<file path="config.mk">
export PLATFORM = sky130hd
export DESIGN_NAME = ebm_mapper
export DESIGN_NICKNAME = d
export VERILOG_FILES = /design/src/hw/ebm_pkg.sv /design/src/hw/ebm_mapper.sv
export SDC_FILE = /design/constraint.sdc
export NUM_CORES = 1
export LEC_CHECK = 0
export BUFFER_PORTS_ARGS = -buffer_cell sky130_fd_sc_hd__buf_2
export CAP_MARGIN = 30
export CORE_AREA = 4 4 68 102
export DETAILED_ROUTE_END_ITERATION = 7
export DIE_AREA = 0 0 72 106
export PLACE_DENSITY_LB_ADDON = 0.25
export SYNTH_ARGS = -nofsm -noshare
export SYNTH_HDL_FRONTEND = slang
export SYNTH_SLANG_ARGS = --single-unit
</file>
<file path="constraint.sdc">
create_clock -name sys_clk_i -period 2.49 [get_ports sys_clk_i]
set_clock_uncertainty 0.15 [all_clocks]
set_input_delay 0.249 -clock sys_clk_i [delete_from_list [all_inputs] [get_ports sys_clk_i]]
set_output_delay 0.249 -clock sys_clk_i [all_outputs]
set_load 0.01 [all_outputs]
</file>
<file path="src/hw/ebm_pkg.sv">
// Purpose: constants and carriers for the ethernet bus address mapper
// Assumes: 32-bit host address, 16-bit host data, 8-bit controller bus
// Notes:   none
package ebm_pkg;
  localparam logic [31:0] REGION_BASE  = 32'h4000_0000;
  localparam logic [31:0] REGION_LAST  = 32'h400F_FFFF;
  localparam logic [31:0] IO_BASE      = 32'h0000_0300;
  localparam logic [31:0] CHIP_BASE    = 32'h4000_0300;
  localparam logic [31:0] ODD_ALIAS    = 32'h0000_8000;
  localparam int          REG_AW       = 5;
  localparam int          ACK_WAIT     = 2;
  localparam logic [7:0]  ZERO_BYTE    = 8'h00;

  typedef struct packed {
    logic        rd_n;
    logic [31:0] addr;
    logic [15:0] wdata;
  } ebm_req_t;

  typedef struct packed {
    logic             valid;
    logic             write;
    logic [REG_AW-1:0] reg_idx;
    logic [7:0]       wbyte;
  } ebm_ctl_t;
endpackage

</file>
<file path="src/hw/ebm_mapper.sv">
// Purpose: host bus to 8-bit ethernet controller address mapper
// Assumes: host holds address, direction and data steady until acknowledge
// Notes:   one controller access per host cycle, fixed wait before acknowledge
//
// What this block does
// - the ethernet region is decoded at base 0x40000000 of the host bus.
// - the controller register block starts at region base plus 0x300.
// - even registers are reached at their plain address with the byte on the low lane.
// - odd registers are reached at the even address below plus 0x8000.
// - odd register bytes are also returned on the low lane.
// - the controller interrupt drives the host level three interrupt request.
// - the region spans one megabyte and needs the third chip select.
// - the mapper drives transfer acknowledge for every region cycle itself.
`timescale 1ns/1ps
`default_nettype none
module ebm_mapper #(
  parameter int ACK_WAIT = ebm_pkg::ACK_WAIT
) (
  input  wire logic                      sys_clk_i,
  input  wire logic                      arst_n_i,
  input  wire logic                      transfer_start_n_i,
  input  wire logic                      ethernet_region_select_n_i,
  input  wire ebm_pkg::ebm_req_t         host_req_i,
  output logic [15:0]                    host_rdata_o,
  output logic                           host_rdata_oe_o,
  output logic                           transfer_acknowledge_n_o,
  output logic                           transfer_acknowledge_oe_o,
  output ebm_pkg::ebm_ctl_t              chip_ctl_o,
  input  wire logic [7:0]                chip_rdata_i,
  input  wire logic                      chip_irq_i,
  output logic                           level_three_interrupt_request_n_o
);
  if (ACK_WAIT < 1 || ACK_WAIT > 15) begin
    $error("ACK_WAIT out of range");
  end
  localparam int REG_IDX_HI = ebm_pkg::REG_AW - 1;

  // ************************************************************
  // pin synchronisers
  // ************************************************************
  logic [1:0] ts_sync;
  logic [1:0] cs_sync;
  logic [1:0] irq_sync;
  always_ff @(posedge sys_clk_i or negedge arst_n_i) begin
    if (!arst_n_i) begin
      ts_sync  <= 2'b11;
      cs_sync  <= 2'b11;
      irq_sync <= 2'b00;
    end else begin
      ts_sync  <= {ts_sync[0], transfer_start_n_i};
      cs_sync  <= {cs_sync[0], ethernet_region_select_n_i};
      irq_sync <= {irq_sync[0], chip_irq_i};
    end
  end
  wire logic ts_seen  = !ts_sync[1];
  wire logic cs_seen  = !cs_sync[1];

  // ************************************************************
  // address decode
  // ************************************************************
  logic [31:0] addr;
  logic        in_region;
  logic        odd_reg;
  logic [31:0] reg_off;
  logic        hit;
  always_comb begin
    addr      = host_req_i.addr;
    in_region = (addr >= ebm_pkg::REGION_BASE) && (addr <= ebm_pkg::REGION_LAST);
    odd_reg   = (addr & ebm_pkg::ODD_ALIAS) != 32'h0000_0000;
    reg_off   = (addr & ~ebm_pkg::ODD_ALIAS) - ebm_pkg::CHIP_BASE;
    hit       = in_region && (addr[0] == 1'b0) &&
                (addr >= ebm_pkg::CHIP_BASE) && ((reg_off >> ebm_pkg::REG_AW) == 32'h0000_0000);
  end

  // ************************************************************
  // cycle sequencer
  // ************************************************************
  typedef enum logic [1:0] {ST_IDLE, ST_WAIT, ST_ACK, ST_END} ebm_state_t;
  ebm_state_t  state;
  logic [3:0]  wait_cnt;
  logic [15:0] rdata;
  always_ff @(posedge sys_clk_i or negedge arst_n_i) begin
    if (!arst_n_i) begin
      state    <= ST_IDLE;
      wait_cnt <= 4'h0;
    end else begin
      unique case (state)
        ST_IDLE: begin
          if (ts_seen && cs_seen && in_region) begin
            state    <= ST_WAIT;
            wait_cnt <= 4'(ACK_WAIT - 1);
          end
        end
        ST_WAIT: begin
          if (wait_cnt == 4'h0) begin
            state <= ST_ACK;
          end else begin
            wait_cnt <= wait_cnt - 4'h1;
          end
        end
        ST_ACK: begin
          state <= ST_END;
        end
        ST_END: begin
          if (!ts_seen) begin
            state <= ST_IDLE;
          end
        end
      endcase
    end
  end

  // ************************************************************
  // controller strobe and read capture
  // ************************************************************
  always_ff @(posedge sys_clk_i or negedge arst_n_i) begin
    if (!arst_n_i) begin
      chip_ctl_o <= '0;
    end else if (state == ST_IDLE && ts_seen && cs_seen && hit) begin
      chip_ctl_o.valid   <= 1'b1;
      chip_ctl_o.write   <= !host_req_i.rd_n;
      chip_ctl_o.reg_idx <= {reg_off[REG_IDX_HI:1], odd_reg};
      chip_ctl_o.wbyte   <= host_req_i.wdata[7:0];
    end else if (state == ST_ACK) begin
      chip_ctl_o.valid <= 1'b0;
    end
  end

  always_ff @(posedge sys_clk_i or negedge arst_n_i) begin
    if (!arst_n_i) begin
      rdata <= 16'h0000;
    end else if (state == ST_WAIT && wait_cnt == 4'h0) begin
      rdata <= {ebm_pkg::ZERO_BYTE, chip_ctl_o.valid ? chip_rdata_i : ebm_pkg::ZERO_BYTE};
    end
  end

  // ************************************************************
  // host answer
  // ************************************************************
  always_comb begin
    host_rdata_o              = rdata;
    host_rdata_oe_o           = (state == ST_ACK) && host_req_i.rd_n;
    transfer_acknowledge_n_o  = !(state == ST_ACK);
    transfer_acknowledge_oe_o = (state == ST_ACK) || (state == ST_END);
    level_three_interrupt_request_n_o = !irq_sync[1];
  end

  // ************************************************************
  // checks
  // ************************************************************
  AST_ACK_ONE: assert property (@(posedge sys_clk_i) disable iff (!arst_n_i)
    !transfer_acknowledge_n_o |=> transfer_acknowledge_n_o)
    else $error("acknowledge longer than one cycle");
  AST_ACK_DELAY: assert property (@(posedge sys_clk_i) disable iff (!arst_n_i)
    (state == ST_IDLE && ts_seen && cs_seen && in_region) |-> ##[1:16] !transfer_acknowledge_n_o)
    else $error("acknowledge missing");
  AST_NO_SELECT: assert property (@(posedge sys_clk_i) disable iff (!arst_n_i)
    (state == ST_IDLE && !cs_seen) |=> state == ST_IDLE)
    else $error("cycle started without chip select");
  AST_UPPER_ZERO: assert property (@(posedge sys_clk_i) disable iff (!arst_n_i)
    host_rdata_oe_o |-> host_rdata_o[15:8] == 8'h00)
    else $error("upper lane not zero");
  AST_LOW_LANE: assert property (@(posedge sys_clk_i) disable iff (!arst_n_i)
    (state == ST_WAIT && wait_cnt == 4'h0 && chip_ctl_o.valid) |=>
      rdata[7:0] == $past(chip_rdata_i))
    else $error("register byte not on low lane");
  AST_IRQ_PASS: assert property (@(posedge sys_clk_i) disable iff (!arst_n_i)
    $rose(irq_sync[1]) |-> !level_three_interrupt_request_n_o)
    else $error("interrupt not forwarded");
  AST_ODD_IDX: assert property (@(posedge sys_clk_i) disable iff (!arst_n_i)
    (state == ST_IDLE && ts_seen && cs_seen && hit && odd_reg) |=> chip_ctl_o.reg_idx[0])
    else $error("odd alias not mapped to odd register");
  AST_EVEN_IDX: assert property (@(posedge sys_clk_i) disable iff (!arst_n_i)
    (state == ST_IDLE && ts_seen && cs_seen && hit && !odd_reg) |=> !chip_ctl_o.reg_idx[0])
    else $error("even address not mapped to even register");
  AST_BASE: assert property (@(posedge sys_clk_i) disable iff (!arst_n_i)
    (state == ST_IDLE && ts_seen && cs_seen && host_req_i.addr == ebm_pkg::CHIP_BASE) |=>
      chip_ctl_o.valid && chip_ctl_o.reg_idx == 5'h00)
    else $error("register block base wrong");

  // ************************************************************
  // handshake and strobe checks
  // ************************************************************
  wire logic take_hit = (state == ST_IDLE) && ts_seen && cs_seen && hit;
  AST_ACK_OE: assert property (@(posedge sys_clk_i) disable iff (!arst_n_i)
    !transfer_acknowledge_n_o |-> transfer_acknowledge_oe_o)
    else $error("acknowledge not driven");
  AST_RDOE_ACK: assert property (@(posedge sys_clk_i) disable iff (!arst_n_i)
    host_rdata_oe_o |-> !transfer_acknowledge_n_o)
    else $error("read data driven outside acknowledge");
  AST_ACK_ENDS: assert property (@(posedge sys_clk_i) disable iff (!arst_n_i)
    !transfer_acknowledge_n_o |=> transfer_acknowledge_oe_o && !chip_ctl_o.valid)
    else $error("cycle not closed after acknowledge");
  AST_WAIT_BOUND: assert property (@(posedge sys_clk_i) disable iff (!arst_n_i)
    (state == ST_WAIT) |-> wait_cnt < 4'(ACK_WAIT))
    else $error("wait count out of range");
  AST_OUTSIDE: assert property (@(posedge sys_clk_i) disable iff (!arst_n_i)
    (state == ST_IDLE && !in_region) |=> state == ST_IDLE)
    else $error("cycle started outside region");
  AST_MISS_NO_STROBE: assert property (@(posedge sys_clk_i) disable iff (!arst_n_i)
    (state == ST_IDLE && ts_seen && cs_seen && in_region && !hit) |=> !chip_ctl_o.valid)
    else $error("strobe for address outside register block");
  AST_SELECT_TAKE: assert property (@(posedge sys_clk_i) disable iff (!arst_n_i)
    $rose(chip_ctl_o.valid) |-> $past(cs_seen) && $past(ts_seen))
    else $error("strobe without chip select");
  AST_CTL_STABLE: assert property (@(posedge sys_clk_i) disable iff (!arst_n_i)
    (chip_ctl_o.valid && state != ST_ACK) |=>
      $stable(chip_ctl_o.reg_idx) && $stable(chip_ctl_o.write))
    else $error("controller request changed while open");
  AST_WBYTE: assert property (@(posedge sys_clk_i) disable iff (!arst_n_i)
    (take_hit && !host_req_i.rd_n) |=>
      chip_ctl_o.write && chip_ctl_o.wbyte == $past(host_req_i.wdata[7:0]))
    else $error("write byte not from low lane");
  AST_MISS_ZERO: assert property (@(posedge sys_clk_i) disable iff (!arst_n_i)
    (state == ST_WAIT && wait_cnt == 4'h0 && !chip_ctl_o.valid) |=> rdata == 16'h0000)
    else $error("non register read not zero");
  AST_END_HOLD: assert property (@(posedge sys_clk_i) disable iff (!arst_n_i)
    (state == ST_END && ts_seen) |=> state == ST_END)
    else $error("cycle closed before transfer start released");
  AST_IRQ_FALL: assert property (@(posedge sys_clk_i) disable iff (!arst_n_i)
    $fell(irq_sync[1]) |-> level_three_interrupt_request_n_o)
    else $error("interrupt not released");
endmodule
`default_nettype wire

</file>
==> metrics.cfg, run 1 <==
[min_path]
whs_path_depth = 2
min_to = chip_ctl_o[7]
hold_class = in2reg
worstHoldStart = host_req_i[7]

[place]
place_congestion = 0.7602
portBuffers = 80
dp_slack_ns = 0.1734
dp_hpwl_um = 3094

[clocking]
cts.clk_slew.worst_paths_ns = 0.06
cts-root-buf = clkbuf_8
htreeDepth = 2
clkLatencyLatePin_ns = 0.28
post_cts_buffers = 0
clock_path_buffers = 2
cts.sinks = 35
cts_tree = done
cts_buffers = 5

[floorplanning]
core_area_um2 = 6043
die_x_um = 72
rows = 35
io_pins = 97
dieArea_um2 = 7632
initial_utilization_pct = 29.40
die_y_um = 106

[power_and_ir_drop]
pwr-share-clk_pct = 21.9
p_int_w = 0.001144
p_total_w = 0.001724
pwr-share-seq_pct = 43.3
comb_power_share_pct = 34.7
leakage_nw = 1.228
p_sw_w = 0.0005805
netSwitchingFraction_pct = 33.66
vdd_drop_max_mv = 0.4938
p_per_area_nw_per_um2 = 726.1

[detailed_routing]
viasPerCell = 4.513
firstDrtPassIters = 3
drc_errors = 0
finalWirelength_um = 4008
postRouteAntennaNets = 0
dr.first_iter.drc_count = 21
vias = 1444
wl_per_cell_um = 12.53

[critical_path]
timing.rr.start = state[0]
critical_path_class = reg2reg
endpoint_kind = flip-flop
required_ns = 2.50
cp_max_fo = 15
start_kind = flip-flop
r2r_cells = 8
regToRegSetupSlack_ns = 0.22
arrival_ns = 2.28
r2r-end = chip_ctl_o[6]
crit_start = state[0]

[timing]
worst_pin_slew_ns = 0.7607
slew_headroom_pct = 49.29
rsz0062_at_grt = no
fmax_mhz = 439.9
drv_slew = 0
post-route-period-util_pct = 91.29
setup_ws_ns = 0.2169
post-route-min-period_ns = 2.273
setup_tns_ns = 0
hold_slack_ns = 0.04983
hold_viol = 0
finalSetupViolations = 0

[synth]
synth_top_area_share_pct = 43.66
yosysWarnings = 0
syn_avg_cell_area_um2 = 11.39
ys_ff_latch = 35
synthTopCellsByArea = dfrtp_1 (44%), mux2_4 (6.8%), dfstp_2 (5.9%), ha_1 (5.6%), mux2_2 (4.4%)
syn_inst = 156
synth.largest_area_cell = dfrtp_1
synth_edf_count = 0
async_reset_ff_share_pct = 100.0
ys.flop_type = dfrtp_1
synthTopCellsByCount = dfrtp_1 (31), nand2_1 (20), o21ai_0 (10), inv_1 (9)
synth_area_um2 = 1777
synthMostInstantiatedCell = dfrtp_1
synth_seq_area_share_pct = 49.58
synth.distinct_cells = 41

[global_routing]
grt-ovfl-total = 0
grt.total_usage_pct = 10.90
grt_max_degree = 36
grt_pass1_wl_um = 6596
grt_pass1_vias = 1493
antenna_found_initial = 0

[job]
maxCapViolations = 0

[layout]
synthToLayoutAreaGrowth_pct = 33.66
drive_gt1_share_pct = 46.34
final_nets = 315
final_core_util_pct = 39.30
diodes = 0

[outcome]
status = finished, final reports clean

[registers in the layout, summed over array words and instances, names as in the netlist]
| register | flops |
|---|---|
| host_rdata_o | 8 |
| irq_sync | 2 |
| state | 2 |
| ts_sync | 2 |
| wait_cnt | 4 |
| cs_sync | 2 |
| chip_ctl_o | 15 |
[cells in the final DEF (no fill, tap or decap), types with 3 or more instances in the layout]
cell / Yosys / routed
a21oi_1: 3 / 3
nor4_1: 3 / 3
nand2b_1: 3 / 3
inv_1: 9 / 9
buf_2: 0 / 80
o21ai_0: 10 / 10
conb_1: 1 / 8
nor2_1: 4 / 4
dfrtp_1: 31 / 31
mux2_4: 8 / 8
mux2_2: 7 / 7
clkbuf_8: 0 / 5
dfstp_2: 4 / 4
nand2_1: 20 / 20
ha_1: 8 / 8
dlygate4sd3_1: 0 / 5
[cell families after synthesis]
kind of cell / synth area share [%]
XOR/XNOR: 0.9861
adder cells (fa/ha/maj): 5.634
other: 0.2111
multiplexers: 11.76
buffers and inverters: 6.338
AND/OR/NAND/NOR: 15.35
flip-flops: 49.58
AO/OA/AOI/OAI: 10.14
[cell type report]
type | count | area (um^2)
fill | 612 | 3669
clock buffer | 7 | 76.32
inverter | 9 | 33.78
multi-input combinational | 108 | 815.8
timing repair buffer | 86 | 470.5
sequential | 35 | 880.8
clock inverter | 1 | 5.005
tap | 74 | 92.59
[metal layers]
metal	vias to the layer above	GRT usage, %	routed length (um)
met5	-	0	0
met4	0	5.645	110
met3	8	2.176	290
met2	56	19.47	2062
met1	677	11.83	1545
li1	703	-	-
[how the worst max path moves through the flow]
stage | slack, ns | depth (start not counted) | end
floorplan | 0.32 | 8 | chip_ctl_o[10]
CTS | 0.16 | 8 | chip_ctl_o[6]
global route | 0.05 | 8 | chip_ctl_o[6]
global placement | 0.19 | 8 | chip_ctl_o[6]
detailed placement | 0.17 | 8 | chip_ctl_o[7]
finish | 0.22 | 8 | chip_ctl_o[6]
[worst max-delay path, stage by stage (launching register included)]
cell and delay [ns]:
dfrtp_1 0.40, inv_1 0.13, ha_1 0.22, nor4b_2 0.23, nand4_1 0.14, a211oi_2 0.23
o2111ai_4 0.16, buf_12 0.19, mux2_4 0.30
[timing repair]
action,in CTS,in global routing
hold buffers,5,0
gates resized for setup,0,1
hold endpoints to repair,35,0
endpoints found under the setup margin,0,13
[per-stage QoR]
step	instances	area, um^2
CTS	320	2369
global route	320	2375
floorplan	163	1803
global placement	307	2237
detailed placement	307	2237
finish	320	2375
[power by group through the flow]
stage / Sequential (W) / Combinational [W] / Clock [W]
global placement: 0.000757 / 0.000592 / 0
detailed placement: 0.000760 / 0.000603 / 0
CTS: 0.000749 / 0.000611 / 0.000401
floorplan: 0.000782 / 0.000357 / 0
finish: 0.000747 / 0.000599 / 0.000378
global route: 0.000767 / 0.000695 / 0.000424
Note: power is estimated with default switching activity, not from simulation.
==> run 2, diff against run 1 <==
--- a/config.mk
+++ b/config.mk
@@ -5,11 +5,12 @@
 export SDC_FILE = /design/constraint.sdc
 export NUM_CORES = 1
 export LEC_CHECK = 0
-export BUFFER_PORTS_ARGS = -buffer_cell sky130_fd_sc_hd__buf_2
+export ABC_CLOCK_PERIOD_IN_PS = 2490
 export CAP_MARGIN = 30
 export CORE_AREA = 4 4 68 102
 export DETAILED_ROUTE_END_ITERATION = 7
 export DIE_AREA = 0 0 72 106
+export DONT_BUFFER_PORTS = 1
 export PLACE_DENSITY_LB_ADDON = 0.25
 export SYNTH_ARGS = -nofsm -noshare
 export SYNTH_HDL_FRONTEND = slang
==> metrics.cfg, run 2 (synthesis gave the netlist of run 1 again) <==
[clocking]
cts-root-buf = clkbuf_8
htreeDepth = 2  ; unchanged
clkLatencyLatePin_ns = 0.28  ; about the same
clock_path_buffers = 2  ; unchanged
cts_buffers = 5  ; unchanged
cts.clk_slew.worst_paths_ns = 0.07  ; about the same
cts.sinks = 35  ; unchanged
cts_tree = done

[floorplanning]
io_pins = 97  ; unchanged
core_area_um2 = 6043  ; unchanged
die_x_um = 72  ; unchanged
dieArea_um2 = 7632  ; unchanged
rows = 35  ; unchanged
initial_utilization_pct = 29.40  ; unchanged
die_y_um = 106  ; unchanged

[global_routing]
grt.total_usage_pct = 10.43  ; -0.47 points
grt_pass1_vias = 1316  ; -12%
grt-ovfl-total = 0  ; unchanged
antenna_found_initial = 0  ; unchanged
grt_pass1_wl_um = 6141  ; -6.9%
grt_max_degree = 36  ; unchanged

[layout]
fin_cells = 263  ; -18%
largest_reg_flops = 15  ; unchanged
design_area_um2 = 2248  ; -5.3%
drive_gt1_share_pct = 20.11  ; -26 points
fill_cells = 590  ; -3.6%
final_core_util_pct = 37.21  ; -2.1 points
final_cell_mix = dfrtp_1 (31), dlygate4sd3_1 (26), nand2_1 (20)
largest-register = chip_ctl_o
final_nets = 258  ; -18%
diodes = 0  ; unchanged
final_common_cell = dfrtp_1
synthToLayoutAreaGrowth_pct = 26.55

[detailed_routing]
finalWirelength_um = 3874  ; -3.3%
dr.first_iter.drc_count = 28  ; +33%
postRouteAntennaNets = 0  ; unchanged
vias = 1272  ; -12%
wl_per_cell_um = 14.73  ; +18%
drc_errors = 0  ; unchanged
firstDrtPassIters = 4  ; +1
viasPerCell = 4.837  ; +7.2%

[place]
portBuffers = 0  ; -100%
place_congestion = 0.8258  ; +8.6%
dp_hpwl_um = 2968  ; -4.1%
place_inst = 227  ; -26%
dp_slack_ns = -0.08604  ; -0.2594 ns
post_dp_cell_area_um2 = 1824  ; -18%

[critical_path]
critical_path_class = reg2reg
endpoint_kind = flip-flop
start_kind = flip-flop
r2r_cells = 8  ; unchanged
crit_start = state[0]
required_ns = 2.50  ; about the same
arrival_ns = 2.35  ; +0.07 ns
timing.rr.start = state[0]
r2r-end = chip_ctl_o[11]
cp_max_fo = 14  ; -1
regToRegSetupSlack_ns = 0.15  ; -0.06 ns

[power_and_ir_drop]
vdd_drop_max_mv = 0.4845  ; -1.9%
p_total_w = 0.001800  ; +4.4%
p_per_area_nw_per_um2 = 800.5  ; +10%
leakage_nw = 1.007  ; -18%

[outcome]
status = finished, final reports clean

[timing]
fmax_mhz = 427.7  ; -2.8%
hold_viol = 0  ; unchanged
setup_ws_ns = 0.1521  ; -0.06478 ns
drv_slew = 0  ; unchanged
rsz0062_at_grt = no
post-route-period-util_pct = 93.89  ; +2.6 points
post-route-min-period_ns = 2.338  ; +0.06478 ns
worst_pin_slew_ns = 0.5084  ; -0.2523 ns
finalSetupViolations = 0  ; unchanged
slew_headroom_pct = 66.01  ; +17 points

[min_path]
min_to = irq_sync[1]
worstHoldStart = irq_sync[0]
whs_path_depth = 0  ; -2
hold_class = reg2reg

[job]
maxCapViolations = 0  ; unchanged

==> run 2: cell count changes in the layout (fill, tap and decap cells not counted) <==
cell,previous run,this run
clkbuf_8,5,6
bufinv_16,0,1
clkbuf_1,2,0
buf_2,80,0
buf_4,0,1
dlygate4sd3_1,5,26
buf_12,1,2
==> run 2: layout make-up <==
cell class | instances | area, um^2 | area share, %
timing repair buffer | 29 | 307.8 | 13.69
clock buffer | 6 | 82.58 | 3.673
sequential | 35 | 880.8 | 39.18
inverter | 9 | 33.78 | 1.503
multi-input combinational | 108 | 815.8 | 36.28
tap | 74 | 92.59 | 4.118
clock inverter | 2 | 35.03 | 1.558
==> run 2: worst max path at each step <==
stage                      to  slack, ns  cells after the start
5_1_grt         chip_ctl_o[9]       0.04                      8
6_report       chip_ctl_o[11]       0.15                      8
3_5_place_dp   chip_ctl_o[11]      -0.09                      7
4_1_cts        chip_ctl_o[11]       0.02                      8
3_3_place_gp   chip_ctl_o[10]       0.06                      7
2_1_floorplan  chip_ctl_o[10]       0.32                      8
==> run 2: stage by stage <==
step | hold WS [ns] | TNS, ns
floorplan | -0.1966 | 0
global placement | -0.1957 | 0
detailed placement | -0.1957 | -1.035
CTS | 0.2087 | 0
global route | 0.2121 | 0
finish | 0.2060 | 0
==> run 2: power breakdown <==
group | internal [W] | total [W] | leakage, nW | switching, W
clock | 0.000324 | 0.000519 | 0.0612 | 0.000195
combinational | 0.000206 | 0.000479 | 0.504 | 0.000273
sequential | 0.000684 | 0.000801 | 0.442 | 0.000118
total | 0.00121 | 0.00180 | 1.01 | 0.000586
==> run 2: critical path, stage by stage (launching register included) <==
cell and delay [ns]:
dfrtp_1 0.42, inv_1 0.14, ha_1 0.22, nor4b_2 0.25
nand4_1 0.15, a211oi_2 0.24, o2111ai_4 0.17, buf_12 0.18
mux2_4 0.30
==> run 2: timing repair <==
action / in CTS / in global routing
setup buffers: 1 / 0
pin swaps: 1 / 0
resized for setup: 0 / 1
setup endpoints to repair: 15 / 14
hold buffers: 27 / 0
endpoints found under the hold margin: 60 / 0
==> run 2: per-layer routing <==
metal | GRT usage (%) | up-vias | share of wire, %
li1 | - | 589 | -
met1 | 10.34 | 615 | 35
met2 | 18.36 | 60 | 54
met3 | 3.122 | 8 | 8.4
met4 | 6.720 | 0 | 2.9
met5 | 0 | - | 0
==> run 3, diff against run 2 <==
--- a/config.mk
+++ b/config.mk
@@ -7,9 +7,9 @@
 export LEC_CHECK = 0
 export ABC_CLOCK_PERIOD_IN_PS = 2490
 export CAP_MARGIN = 30
-export CORE_AREA = 4 4 68 102
+export CORE_AREA = 3 3 67 101
 export DETAILED_ROUTE_END_ITERATION = 7
-export DIE_AREA = 0 0 72 106
+export DIE_AREA = 0 0 70 104
 export DONT_BUFFER_PORTS = 1
 export PLACE_DENSITY_LB_ADDON = 0.25
 export SYNTH_ARGS = -nofsm -noshare
==> metrics.cfg, run 3 (synthesis gave the netlist of run 1 again) <==
[global_routing]
grt_max_degree = 36  ; unchanged
gr-usage-met2_pct = 19.42  ; +1.1 points
grt_pass1_wl_um = 6417  ; +4.5%
grt_pass1_vias = 1308  ; -0.61%
antenna_found_initial = 0  ; unchanged
grt.total_usage_pct = 10.92  ; +0.49 points
grt-busiest-layer = met2
grt-ovfl-total = 0  ; unchanged
use_met3_pct = 3.482  ; +0.36 points
grt.met1_usage_pct = 11.52  ; +1.2 points

[clocking]
htreeDepth = 2  ; unchanged
cts_buffers = 5  ; unchanged
clkLatencyLatePin_ns = 0.28  ; about the same
cts.clk_slew.worst_paths_ns = 0.07  ; about the same
cts_tree = done
cts-root-buf = clkbuf_8
cts.sinks = 35  ; unchanged
clock_path_buffers = 2  ; unchanged

[detailed_routing]
postRouteAntennaNets = 0  ; unchanged
finalWirelength_um = 3819  ; -1.4%
dr.first_iter.drc_count = 23  ; -18%
drc_errors = 0  ; unchanged
viasPerCell = 4.636  ; -4.1%
firstDrtPassIters = 4  ; unchanged
vias = 1224  ; -3.8%
wl_per_cell_um = 14.47  ; -1.8%

[layout]
largest_reg_flops = 15  ; unchanged
final_nets = 259  ; +0.39%
drive_gt1_share_pct = 20.00  ; -0.11 points
final_cell_mix = dfrtp_1 (31), dlygate4sd3_1 (26), nand2_1 (20)
diodes = 0  ; unchanged
design_area_um2 = 2250  ; about the same
final_core_util_pct = 37.23  ; about the same
synthToLayoutAreaGrowth_pct = 26.62  ; about the same
largest-register = chip_ctl_o
final_common_cell = dfrtp_1
fill_cells = 587  ; -0.51%

[power_and_ir_drop]
vdd_drop_max_mv = 0.3390  ; -30%
p_per_area_nw_per_um2 = 799.2  ; -0.15%
leakage_nw = 1.010  ; +0.34%

[timing]
hold_viol = 0  ; unchanged
post-route-period-util_pct = 94.50  ; +0.60 points
post-route-min-period_ns = 2.353  ; +0.01501 ns
drv_slew = 0  ; unchanged
rsz0062_at_grt = no
setup_ws_ns = 0.1371  ; -0.01501 ns
finalSetupViolations = 0  ; unchanged
hold_slack_ns = 0.2011  ; -0.004896 ns
fmax_mhz = 425.0  ; -0.64%

[critical_path]
endpoint_kind = flip-flop
r2r_cells = 8  ; unchanged
crit_chain = inv_1, ha_1, nor4b_1, nand4_1, a211oi_2, o2111ai_4, buf_12, mux2_4
arrival_ns = 2.37  ; +0.02 ns
cp_num_cells = 8  ; unchanged
cp_top_family = simple AND/OR/NAND/NOR gates
crit_start = state[0]
start_kind = flip-flop
critical_path_class = reg2reg
critical-path-slowest-cell = dfrtp_1
timing.rr.start = state[0]
cp_slowest_stage_delay_ns = 0.41  ; about the same
cp_max_fo = 15  ; +1
path_buf_inv = 2  ; unchanged
required_ns = 2.51  ; about the same

[floorplanning]
die_y_um = 104  ; -1.9%
core_area_um2 = 6043  ; unchanged
die_x_um = 70  ; -2.8%
initial_utilization_pct = 29.40  ; unchanged
rows = 35  ; unchanged
dieArea_um2 = 7280  ; -4.6%
io_pins = 97  ; unchanged

[outcome]
status = finished, final reports clean

[place]
portBuffers = 0  ; unchanged
dp_slack_ns = -0.03322  ; +0.05282 ns
dp_hpwl_um = 2934  ; -1.1%
place_congestion = 0.8203  ; -0.67%
post_dp_cell_area_um2 = 1832  ; +0.41%

[min_path]
worstHoldStart = irq_sync[0]
hold_class = reg2reg
whs_path_depth = 0  ; unchanged

[job]
maxCapViolations = 0  ; unchanged

[run 3: final cells by class]
type	count	area (um^2)	area share, %
flip-flops and latches	35	880.8	39.15
multi-input cells	108	809.5	35.98
repair buffers	30	315.3	14.02
well taps	74	92.59	4.116
clock buffers	6	82.58	3.671
clock inverters	2	35.03	1.557
inverters	9	33.78	1.502
[run 3: where the power goes]
group | leakage, nW | internal, W | switching (W)
registers | 0.442 | 0.000684 | 0.000116
clock network | 0.0612 | 0.000324 | 0.000197
logic | 0.507 | 0.000205 | 0.000272
total | 1.01 | 0.00121 | 0.000586
[run 3: layer usage]
layer	routed length, um	up-vias
li1	-	588
met1	1341	566
met2	2087	61
met3	307	9
met4	82	0
met5	0	-
[run 3: repair_timing]
item / in CTS / in global routing
resized for setup: 0 / 0
endpoints found under the setup margin: 14 / 0
buffers inserted: 1 / 0
endpoints found under the hold margin: 60 / 0
hold buffers: 27 / 0
[run 3: final timing paths]
path,end,slack (ns)
worst max-delay path,chip_ctl_o[9],0.14
worst min-delay path,irq_sync[1],0.20
worst max register to register,chip_ctl_o[9],0.14
worst min register to register,irq_sync[1],0.20
max in group asynchronous,ts_sync[1],1.68
min in group asynchronous,wait_cnt[0],0.27
[run 3: per-stage QoR]
stage / power, W / std cells / setup TNS, ns
floorplan: 0.001139 / 163 / 0
global placement: 0.001204 / 228 / 0
detailed placement: 0.001248 / 228 / -0.3127
CTS: 0.001830 / 264 / 0
global route: 0.001927 / 264 / 0
finish: 0.001798 / 264 / 0
[run 3: worst reg2reg max path: cells and delay by family (launching register included)]
family	cells	cell delay [ns]
buffers and inverters	2	0.33
AO/OA/AOI/OAI	2	0.41
multiplexers	1	0.30
flip-flops	1	0.41
AND/OR/NAND/NOR	2	0.42
adder cells (fa/ha/maj)	1	0.23
